===== src/core/asp_defines.svh =====
// Constants for the asynchronous 8N1 serial port
`ifndef ASP_DEFINES_SVH
`define ASP_DEFINES_SVH
`define ASP_ADDR_W 18
`define ASP_IDX_STATUS 16'hc028
`define ASP_IDX_LOW 16'hc029
`define ASP_IDX_HIGH 16'hc02a
`define ASP_IDX_DIV 16'hc02b
`define ASP_IDX_IEN 16'hc01a
`define ASP_ST_ORUN 3
`define ASP_ST_RXF 2
`define ASP_ST_TXF 1
`define ASP_ST_BUSY 0
`define ASP_IEN_RX 5
`define ASP_IEN_TX 4
`define ASP_DIV_RESET 16'h0000
`define ASP_IEN_RESET 8'h00
`define ASP_TX_LAST 4'h9
`define ASP_RX_LAST 3'h7
`endif


===== src/core/asp_pkg.sv =====
// Types for the asynchronous 8N1 serial port
package asp_pkg;
   typedef enum logic [3:0] {
      rx_idle = 4'b0001,
      rx_start = 4'b0010,
      rx_data = 4'b0100,
      rx_stop = 4'b1000
   } asp_rx_state_t;
   typedef enum logic [1:0] {
      tx_idle = 2'b01,
      tx_shift = 2'b10
   } asp_tx_state_t;
endpackage


===== src/core/asp_uart.sv =====
// Asynchronous 8N1 serial port with Avalon-MM register slave
`timescale 1ns/1ps
`include "asp_defines.svh"
module asp_uart import asp_pkg::*; (
   input wire logic mclk_i,
   input wire logic rst_n_i,
   input wire logic [`ASP_ADDR_W-1:0] avs_address_i,
   input wire logic avs_read_i,
   input wire logic avs_write_i,
   input wire logic [31:0] avs_writedata_i,
   input wire logic [3:0] avs_byteenable_i,
   output logic [31:0] avs_readdata_o,
   output logic avs_waitrequest_o,
   input wire logic rxd_i,
   output logic txd_o,
   output logic rx_irq_o,
   output logic tx_irq_o
);
   logic rst_meta_reg;
   logic rst_n;
   logic rxd_meta_reg;
   logic rxd_sync_reg;
   logic [15:0] div_reg;
   logic [7:0] ien_reg;
   logic [7:0] rx_hold_reg;
   logic rxf_reg;
   logic orun_reg;
   asp_tx_state_t tx_state_reg;
   logic [9:0] tx_shift_reg;
   logic [3:0] tx_cnt_reg;
   logic [7:0] tx_hold_reg;
   logic txf_reg;
   logic sample_tick;
   logic bit_tick;
   logic rx_done;
   logic [7:0] rx_data;
   logic req;
   logic done_edge;
   logic sel_status;
   logic sel_low;
   logic sel_high;
   logic sel_div;
   logic sel_ien;
   logic wr_evt;
   logic rd_evt;
   logic [7:0] wr_byte;
   logic tx_busy;
   logic tx_done;
   logic tx_start;
   logic [7:0] tx_src;
   logic [15:0] rd_word;

   function automatic logic hit(input logic [`ASP_ADDR_W-1:0] a,
                                input logic [15:0] idx);
      return a[`ASP_ADDR_W-1:2] == idx;
   endfunction

   // Reset release through two flops
   always_ff @(posedge mclk_i or negedge rst_n_i) begin
      if (!rst_n_i) begin
         rst_meta_reg <= 1'b0;
         rst_n <= 1'b0;
      end else begin
         rst_meta_reg <= 1'b1;
         rst_n <= rst_meta_reg;
      end
   end

   // Receive pin synchroniser
   always_ff @(posedge mclk_i or negedge rst_n) begin
      if (!rst_n) begin
         rxd_meta_reg <= 1'b1;
         rxd_sync_reg <= 1'b1;
      end else begin
         rxd_meta_reg <= rxd_i;
         rxd_sync_reg <= rxd_meta_reg;
      end
   end

   asp_baud_gen u_baud (
      .mclk_i(mclk_i),
      .rst_n_i(rst_n),
      .div_first_i(div_reg[15:8]),
      .div_second_i(div_reg[7:0]),
      .tx_run_i(tx_busy),
      .sample_tick_o(sample_tick),
      .bit_tick_o(bit_tick)
   );

   asp_rx u_rx (
      .mclk_i(mclk_i),
      .rst_n_i(rst_n),
      .rx_i(rxd_sync_reg),
      .sample_tick_i(sample_tick),
      .div_second_i(div_reg[7:0]),
      .done_o(rx_done),
      .data_o(rx_data)
   );

   // Bus decode
   assign req = avs_read_i || avs_write_i;
   assign done_edge = req && !avs_waitrequest_o;
   assign sel_status = hit(avs_address_i, `ASP_IDX_STATUS);
   assign sel_low = hit(avs_address_i, `ASP_IDX_LOW);
   assign sel_high = hit(avs_address_i, `ASP_IDX_HIGH);
   assign sel_div = hit(avs_address_i, `ASP_IDX_DIV);
   assign sel_ien = hit(avs_address_i, `ASP_IDX_IEN);
   assign wr_evt = done_edge && avs_write_i &&
                   ((sel_low && avs_byteenable_i[0]) ||
                    (sel_high && avs_byteenable_i[1]));
   assign rd_evt = done_edge && avs_read_i && (sel_low || sel_high);
   assign wr_byte = sel_high ? avs_writedata_i[15:8] :
                    avs_writedata_i[7:0];

   // One wait cycle, then a single ready cycle
   always_ff @(posedge mclk_i or negedge rst_n) begin
      if (!rst_n) begin
         avs_waitrequest_o <= 1'b1;
      end else if (!avs_waitrequest_o) begin
         avs_waitrequest_o <= 1'b1;
      end else if (req) begin
         avs_waitrequest_o <= 1'b0;
      end
   end

   always_comb begin
      rd_word = 16'h0000;
      if (sel_status) begin
         rd_word[`ASP_ST_ORUN] = orun_reg;
         rd_word[`ASP_ST_RXF] = rxf_reg;
         rd_word[`ASP_ST_TXF] = txf_reg;
         rd_word[`ASP_ST_BUSY] = tx_busy;
      end else if (sel_low) begin
         rd_word = {8'h00, rx_hold_reg};
      end else if (sel_high) begin
         rd_word = {rx_hold_reg, 8'h00};
      end else if (sel_div) begin
         rd_word = div_reg;
      end else if (sel_ien) begin
         rd_word = {8'h00, ien_reg};
      end
   end

   always_ff @(posedge mclk_i or negedge rst_n) begin
      if (!rst_n) begin
         avs_readdata_o <= 32'h0000_0000;
      end else if (req && avs_waitrequest_o && avs_read_i) begin
         avs_readdata_o <= {16'h0000, rd_word};
      end
   end

   // Divider and interrupt enable registers
   always_ff @(posedge mclk_i or negedge rst_n) begin
      if (!rst_n) begin
         div_reg <= `ASP_DIV_RESET;
         ien_reg <= `ASP_IEN_RESET;
      end else if (done_edge && avs_write_i) begin
         if (sel_div && avs_byteenable_i[1])
            div_reg[15:8] <= avs_writedata_i[15:8];
         if (sel_div && avs_byteenable_i[0])
            div_reg[7:0] <= avs_writedata_i[7:0];
         if (sel_ien && avs_byteenable_i[0])
            ien_reg <= avs_writedata_i[7:0];
      end
   end

   // Receive holding register and flags
   always_ff @(posedge mclk_i or negedge rst_n) begin
      if (!rst_n) begin
         rx_hold_reg <= 8'h00;
         rxf_reg <= 1'b0;
         orun_reg <= 1'b0;
      end else if (rx_done) begin
         rx_hold_reg <= rx_data;
         orun_reg <= rxf_reg;
         rxf_reg <= 1'b1;
      end else if (rd_evt) begin
         rxf_reg <= 1'b0;
      end
   end

   // Transmitter
   assign tx_busy = tx_state_reg == tx_shift;
   assign tx_done = tx_busy && bit_tick && tx_cnt_reg == `ASP_TX_LAST;
   assign tx_start = (!tx_busy && wr_evt) ||
                     (tx_done && (txf_reg || wr_evt));
   assign tx_src = txf_reg ? tx_hold_reg : wr_byte;

   always_ff @(posedge mclk_i or negedge rst_n) begin
      if (!rst_n) begin
         tx_state_reg <= tx_idle;
         tx_shift_reg <= 10'h3ff;
         tx_cnt_reg <= 4'h0;
      end else if (tx_start) begin
         tx_shift_reg <= {1'b1, tx_src, 1'b0};
         tx_cnt_reg <= 4'h0;
         tx_state_reg <= tx_shift;
      end else if (tx_done) begin
         tx_state_reg <= tx_idle;
      end else if (tx_busy && bit_tick) begin
         tx_shift_reg <= {1'b1, tx_shift_reg[9:1]};
         tx_cnt_reg <= tx_cnt_reg + 4'h1;
      end
   end

   always_ff @(posedge mclk_i or negedge rst_n) begin
      if (!rst_n) begin
         txf_reg <= 1'b0;
         tx_hold_reg <= 8'h00;
      end else if (wr_evt && tx_busy && !tx_done) begin
         txf_reg <= 1'b1;
         tx_hold_reg <= wr_byte;
      end else if (tx_done && txf_reg) begin
         txf_reg <= 1'b0;
      end
   end

   always_ff @(posedge mclk_i or negedge rst_n) begin
      if (!rst_n) begin
         txd_o <= 1'b1;
      end else begin
         txd_o <= tx_busy ? tx_shift_reg[0] : 1'b1;
      end
   end

   // Interrupt request pulses
   always_ff @(posedge mclk_i or negedge rst_n) begin
      if (!rst_n) begin
         rx_irq_o <= 1'b0;
         tx_irq_o <= 1'b0;
      end else begin
         rx_irq_o <= rx_done && ien_reg[`ASP_IEN_RX];
         tx_irq_o <= tx_start && ien_reg[`ASP_IEN_TX];
      end
   end

   // Clocks between transmit bit ticks, for the bit-time check
   logic [15:0] bit_gap_reg;
   logic [15:0] bit_len;
   logic gap_armed_reg;

   assign bit_len = ({8'h00, div_reg[15:8]} + 16'h0001) *
                    {8'h00, div_reg[7:0]};

   always_ff @(posedge mclk_i or negedge rst_n) begin
      if (!rst_n) begin
         bit_gap_reg <= 16'h0000;
         gap_armed_reg <= 1'b0;
      end else if (bit_tick) begin
         bit_gap_reg <= 16'h0001;
         gap_armed_reg <= tx_start || !tx_done;
      end else begin
         bit_gap_reg <= bit_gap_reg + 16'h0001;
      end
   end
endmodule


===== src/core/asp_baud_gen.sv =====
// Two-stage baud divider
`timescale 1ns/1ps
`include "asp_defines.svh"
module asp_baud_gen (
   input wire logic mclk_i,
   input wire logic rst_n_i,
   input wire logic [7:0] div_first_i,
   input wire logic [7:0] div_second_i,
   input wire logic tx_run_i,
   output logic sample_tick_o,
   output logic bit_tick_o
);
   logic [7:0] first_cnt_reg;
   logic [7:0] second_cnt_reg;

   // Stage one: one tick every first divider plus one clocks
   always_ff @(posedge mclk_i or negedge rst_n_i) begin
      if (!rst_n_i) begin
         first_cnt_reg <= 8'h00;
         sample_tick_o <= 1'b0;
      end else if (first_cnt_reg == div_first_i) begin
         first_cnt_reg <= 8'h00;
         sample_tick_o <= 1'b1;
      end else begin
         first_cnt_reg <= first_cnt_reg + 8'h01;
         sample_tick_o <= 1'b0;
      end
   end

   // Stage two: transmit bit tick, restarted with each frame
   always_ff @(posedge mclk_i or negedge rst_n_i) begin
      if (!rst_n_i) begin
         second_cnt_reg <= 8'h00;
         bit_tick_o <= 1'b0;
      end else if (!tx_run_i) begin
         second_cnt_reg <= 8'h00;
         bit_tick_o <= 1'b0;
      end else if (sample_tick_o &&
                   second_cnt_reg == div_second_i - 8'h01) begin
         second_cnt_reg <= 8'h00;
         bit_tick_o <= 1'b1;
      end else begin
         if (sample_tick_o)
            second_cnt_reg <= second_cnt_reg + 8'h01;
         bit_tick_o <= 1'b0;
      end
   end
endmodule


===== src/core/asp_rx.sv =====
// Serial receiver: start detect, mid-bit sampling, stop check
`timescale 1ns/1ps
`include "asp_defines.svh"
module asp_rx import asp_pkg::*; (
   input wire logic mclk_i,
   input wire logic rst_n_i,
   input wire logic rx_i,
   input wire logic sample_tick_i,
   input wire logic [7:0] div_second_i,
   output logic done_o,
   output logic [7:0] data_o
);
   asp_rx_state_t state_reg;
   logic prev_reg;
   logic [7:0] tick_cnt_reg;
   logic [2:0] bit_cnt_reg;
   logic [7:0] shift_reg;
   logic bit_end;

   assign bit_end = sample_tick_i && tick_cnt_reg == div_second_i - 8'h01;

   always_ff @(posedge mclk_i or negedge rst_n_i) begin
      if (!rst_n_i) begin
         prev_reg <= 1'b1;
      end else begin
         prev_reg <= rx_i;
      end
   end

   always_ff @(posedge mclk_i or negedge rst_n_i) begin
      if (!rst_n_i) begin
         state_reg <= rx_idle;
         tick_cnt_reg <= 8'h00;
         bit_cnt_reg <= 3'h0;
         shift_reg <= 8'h00;
         done_o <= 1'b0;
         data_o <= 8'h00;
      end else begin
         done_o <= 1'b0;
         case (state_reg)
            rx_idle: begin
               tick_cnt_reg <= 8'h00;
               if (prev_reg && !rx_i)
                  state_reg <= rx_start;
            end
            rx_start: begin
               if (sample_tick_i) begin
                  if (tick_cnt_reg ==
                      {1'b0, div_second_i[7:1]} - 8'h01) begin
                     tick_cnt_reg <= 8'h00;
                     bit_cnt_reg <= 3'h0;
                     state_reg <= rx_i ? rx_idle : rx_data;
                  end else begin
                     tick_cnt_reg <= tick_cnt_reg + 8'h01;
                  end
               end
            end
            rx_data: begin
               if (bit_end) begin
                  tick_cnt_reg <= 8'h00;
                  shift_reg <= {rx_i, shift_reg[7:1]};
                  bit_cnt_reg <= bit_cnt_reg + 3'h1;
                  if (bit_cnt_reg == `ASP_RX_LAST)
                     state_reg <= rx_stop;
               end else if (sample_tick_i) begin
                  tick_cnt_reg <= tick_cnt_reg + 8'h01;
               end
            end
            rx_stop: begin
               if (bit_end) begin
                  tick_cnt_reg <= 8'h00;
                  state_reg <= rx_idle;
                  if (rx_i) begin
                     done_o <= 1'b1;
                     data_o <= shift_reg;
                  end
               end else if (sample_tick_i) begin
                  tick_cnt_reg <= tick_cnt_reg + 8'h01;
               end
            end
            default: state_reg <= rx_idle;
         endcase
      end
   end
endmodule


===== config.mk =====
export PLATFORM = sky130hd
export DESIGN_NAME = asp_uart
export DESIGN_NICKNAME = d
export VERILOG_FILES = /design/src/core/asp_pkg.sv /design/src/core/asp_uart.sv /design/src/core/asp_baud_gen.sv /design/src/core/asp_rx.sv
export VERILOG_INCLUDE_DIRS = /design/src /design/src/core
export SDC_FILE = /design/constraint.sdc
export NUM_CORES = 1
export LEC_CHECK = 0
export BUFFER_PORTS_ARGS = -buffer_cell sky130_fd_sc_hd__buf_2
export CELL_PAD_IN_SITES_DETAIL_PLACEMENT = 0
export CELL_PAD_IN_SITES_GLOBAL_PLACEMENT = 1
export CORE_MARGIN = 4
export CORE_UTILIZATION = 49
export DETAILED_ROUTE_END_ITERATION = 12
export HOLD_SLACK_MARGIN = 0.15
export PLACE_DENSITY_LB_ADDON = 0.1
export SYNTH_ARGS = -nofsm -noshare
export SYNTH_HDL_FRONTEND = slang
export SYNTH_HIERARCHICAL = 1
export SYNTH_SLANG_ARGS = --single-unit
export TNS_END_PERCENT = 20

===== constraint.sdc =====
create_clock -name mclk_i -period 8.7 [get_ports mclk_i]
set_clock_uncertainty 0.15 [all_clocks]
set_input_delay 0.87 -clock mclk_i [delete_from_list [all_inputs] [get_ports mclk_i]]
set_output_delay 0.87 -clock mclk_i [all_outputs]
set_load 0.05 [all_outputs]

==> implementation parameters <==
Parameter                              Value

Clock tree
  Buffers inserted during post-CTS setup optimization    0
  Number of gates resized after cts    0
  Source-to-sink clock delay at the later pin of the worst-skew pair    430 ps
  Root buffer cell    clkbuf_16
  CTS tree    built
  CTS H-tree lvls    4
  Maximum clock path buffer count    2
  Clock transition at the registers of the reported paths    70 ps
  Clock sink total    approximately 130
  Inserted Clock Buffers    17

Drt
  Amount of wire on met3 after detailed routing    around 670 µm
  Highest routed metal layer    met4
  Routed vias    a little over 5k
  Wire per inst    18.1 µm
  Post-DR vias/cell    between 5 and 6
  Detailed route wirelength on metal2    approximately 7500 µm
  Post-route DRC violation count    0
  Wire length after detailed routing    16,300 µm
  First-pass detailed-route iteration total    4
  Post-route antenna net violation count    0
  Starting DRC count in detailed routing    between 300 and 400
  M1 WL    7930 µm

Global route
  Total gr overflow    0
  First-pass GRT wire length    26,800 µm
  Number of antenna violations at the first check in global routing    0
  GRT Resource Usage Total    21.0%
  Pin count of the biggest net entering global routing    76
  Number of global-route vias before repair    5,036

STA
  Slew of the pin with the lowest slew margin    953 ps
  Final setup slack of the worst path    around 5300 ps
  Minimum period implied by the final worst setup slack    around 3400 ps
  Hold Violations, Final    0
  Unrepaired setup endpoints after global routing    false
  Rel. slew slack    between 30% and 40%
  Max-slew violations    0
  Highest clock frequency the design can meet    297 MHz
  Final critical-path share of the clock period    38.7%
  Final setup viols    0
  Final-layout setup total negative slack    0 ps

Yosys
  Per-instance average area after synthesis    10.9 µm²
  Count of distinct cell types in the synthesized netlist    72
  Post-synthesis sequential area ratio    47.0%
  Cells after synthesis    between 600 and 700
  Area share of the largest cell type after synthesis    41.1%
  Number of warnings printed during yosys synthesis    6
  Synth top area cells    dfrtp_1 (41%), mux2_2 (7.9%), dfstp_2 (5.9%), mux2i_1 (3.8%), xnor2_1 (3.3%)
  Cell type contributing the most total cell area after synthesis    dfrtp_1
  Area of the mapped netlist    7120 µm²
  Main flop type after synthesis    dfrtp_1
  Asr flop ratio synth    100%
  Synthesis-stage register bit count    133
  EDFF count, synth    0

Critical path
  Critical Path Most Common Cell    mux2_4
  Crit path largest cell delay    670 ps
  Maximum fanout encountered on the critical timing path    12
  Kind of end point of the critical path    flop
  Worst Path Required    8870 ps
  Critical path class    reg2reg
  Data arrival, critical path    roughly 3500 ps
  Crit path max-delay family    simple AND/OR/NAND/NOR gates
  List of cells traversed by the critical path    inv_1, ha_1, nor2b_1, xnor2_1, o2111ai_1, nor3_1, nand2_1, mux2_4, mux2_4
  Cell with the largest stage delay on the worst path    dfrtp_1
  Worst Setup Start Kind    flop
  Number of buffers and inverters on the critical path    1

Placed design
  Post-placement setup slack    roughly 5300 ps
  Final estimated routing congestion in global placement    ~0.8
  Input/output buffers    58
  Half-perimeter wire length of the detailed placement result    11,700 µm

Layout
  Area of the multi-input gates    ~3500 µm²
  Area growth, synth to finish    13.3%
  Layout fillers    1,182
  Area occupied by registers    3350 µm²
  Share of the core filled with cells in the final layout    57.4%
  Net count reported at finish    776
  Commonest cells after routing, fill and taps aside    dfrtp_1 (116), buf_2 (58), nor2_1 (53)
  Most common cell after layout, fill and taps aside    dfrtp_1
  Antenna diodes    0
  Share of cells above drive strength 1    25.8%

Min path
  Min-delay worst type    reg2reg

Pwr
  Worst-case vdd ir drop    0.000129 V
  P_leak    between 3 and 4 nW
  Clock network fraction of design power    about 43%
  Sw frac    31.7%
  Net switching power    between 0.0005 and 0.0006 W
  Pwr Density    around 210 nW/µm²
  Share of total power in combinational logic    14.3%
  Sequential fraction of design power    42.8%
  Int Pwr    0.00115 W

Floorplanning
  Top-level port count    95
  Cell row count    43
  Die extent in y    129 µm
  Total core area    14,000 µm²
  Die footprint    16,500 µm²
  Floorplan die width    129 µm
  Initial core utilization    about half

Outcome
  Status    finished clean

Run
  Number of max-capacitance violations reported    0
[power by group through the flow]
stage	clock [W]	combinational, W	sequential [W]
2_1_floorplan	0	0.000166	0.000752
3_3_place_gp	0	0.000235	0.000732
3_5_place_dp	0	0.000242	0.000731
4_1_cts	0.000738	0.000243	0.000722
5_1_grt	0.000768	0.000268	0.000732
6_report	0.000723	0.000242	0.000723
[metal layers]
layer,global-route usage [%],up-vias
met5,0,-
met4,5.68,0
met3,5.35,15
met2,31.4,120
met1,30.5,2564
li1,-,2418
[final timing paths]
kind                              start                        to  slack [ps]  depth (start not counted)
min in group asynchronous         rst_n         u_rx/shift_reg[7]         330                          0
setup reg to reg             div_reg[2]       u_rx/bit_cnt_reg[0]        5330                          9
setup / recovery             div_reg[2]       u_rx/bit_cnt_reg[0]        5330                          9
hold reg to reg            rxd_meta_reg              rxd_sync_reg         210                          0
max in group asynchronous         rst_n  u_baud/second_cnt_reg[4]        6740                          1
hold / removal             rxd_meta_reg              rxd_sync_reg         210                          0
[layout make-up]
class	instances	share of cell area, %
multi-input cells	479	43.5
flip-flops and latches	133	41.6
clock buffers	17	5.28
repair buffers	60	3.82
well taps	180	2.79
clock inverters	15	2.25
inverters	16	0.745
[per-stage QoR]
| stage | total power, W | cells | hold WS, ps | instance area (µm²) |
|---|---|---|---|---|
| final | 0.00169 | 900 | 207 | 8060 |
| after global routing | 0.00177 | 900 | 214 | 8060 |
| after detailed placement | 0.000973 | 867 | 187 | 7440 |
| after global placement | 0.000967 | 867 | 189 | 7440 |
| after floorplan | 0.000917 | 670 | 181 | 7170 |
| after CTS | 0.00170 | 900 | 209 | 8060 |
[synthesized netlist by cell type, drive strengths merged, types with 9 or more instances]
master and n:
xnor2 27, a21oi 12, buf 29, ha 10
a21o 10, dfrtp 117, o31ai 13, clkbuf 13
nand2 52, xor2 27, nor2 54, mux2 52
nand3 18, mux2i 27, inv 16, nor4 9
nor2b 12, o21ai 28, dfstp 16, and3 9
nor3 14
[cell families after synthesis]
kind of cell / count (synthesis) / synth area share [%]
xor+xnor: 54 / 6.65
simple gates: 212 / 16.9
compound gates: 107 / 11.0
mux: 79 / 12.1
other cells: 2 / 0.106
buf+inv: 58 / 4.43
flops: 133 / 47.0
fa+ha+maj: 10 / 1.76
[what timing repair did]
item / CTS / global route
setup endpoints to repair: 0 / 0
hold endpoints to repair: 2 / 0
hold buffers: 1 / 0
Note: power is estimated with default switching activity, not from simulation.
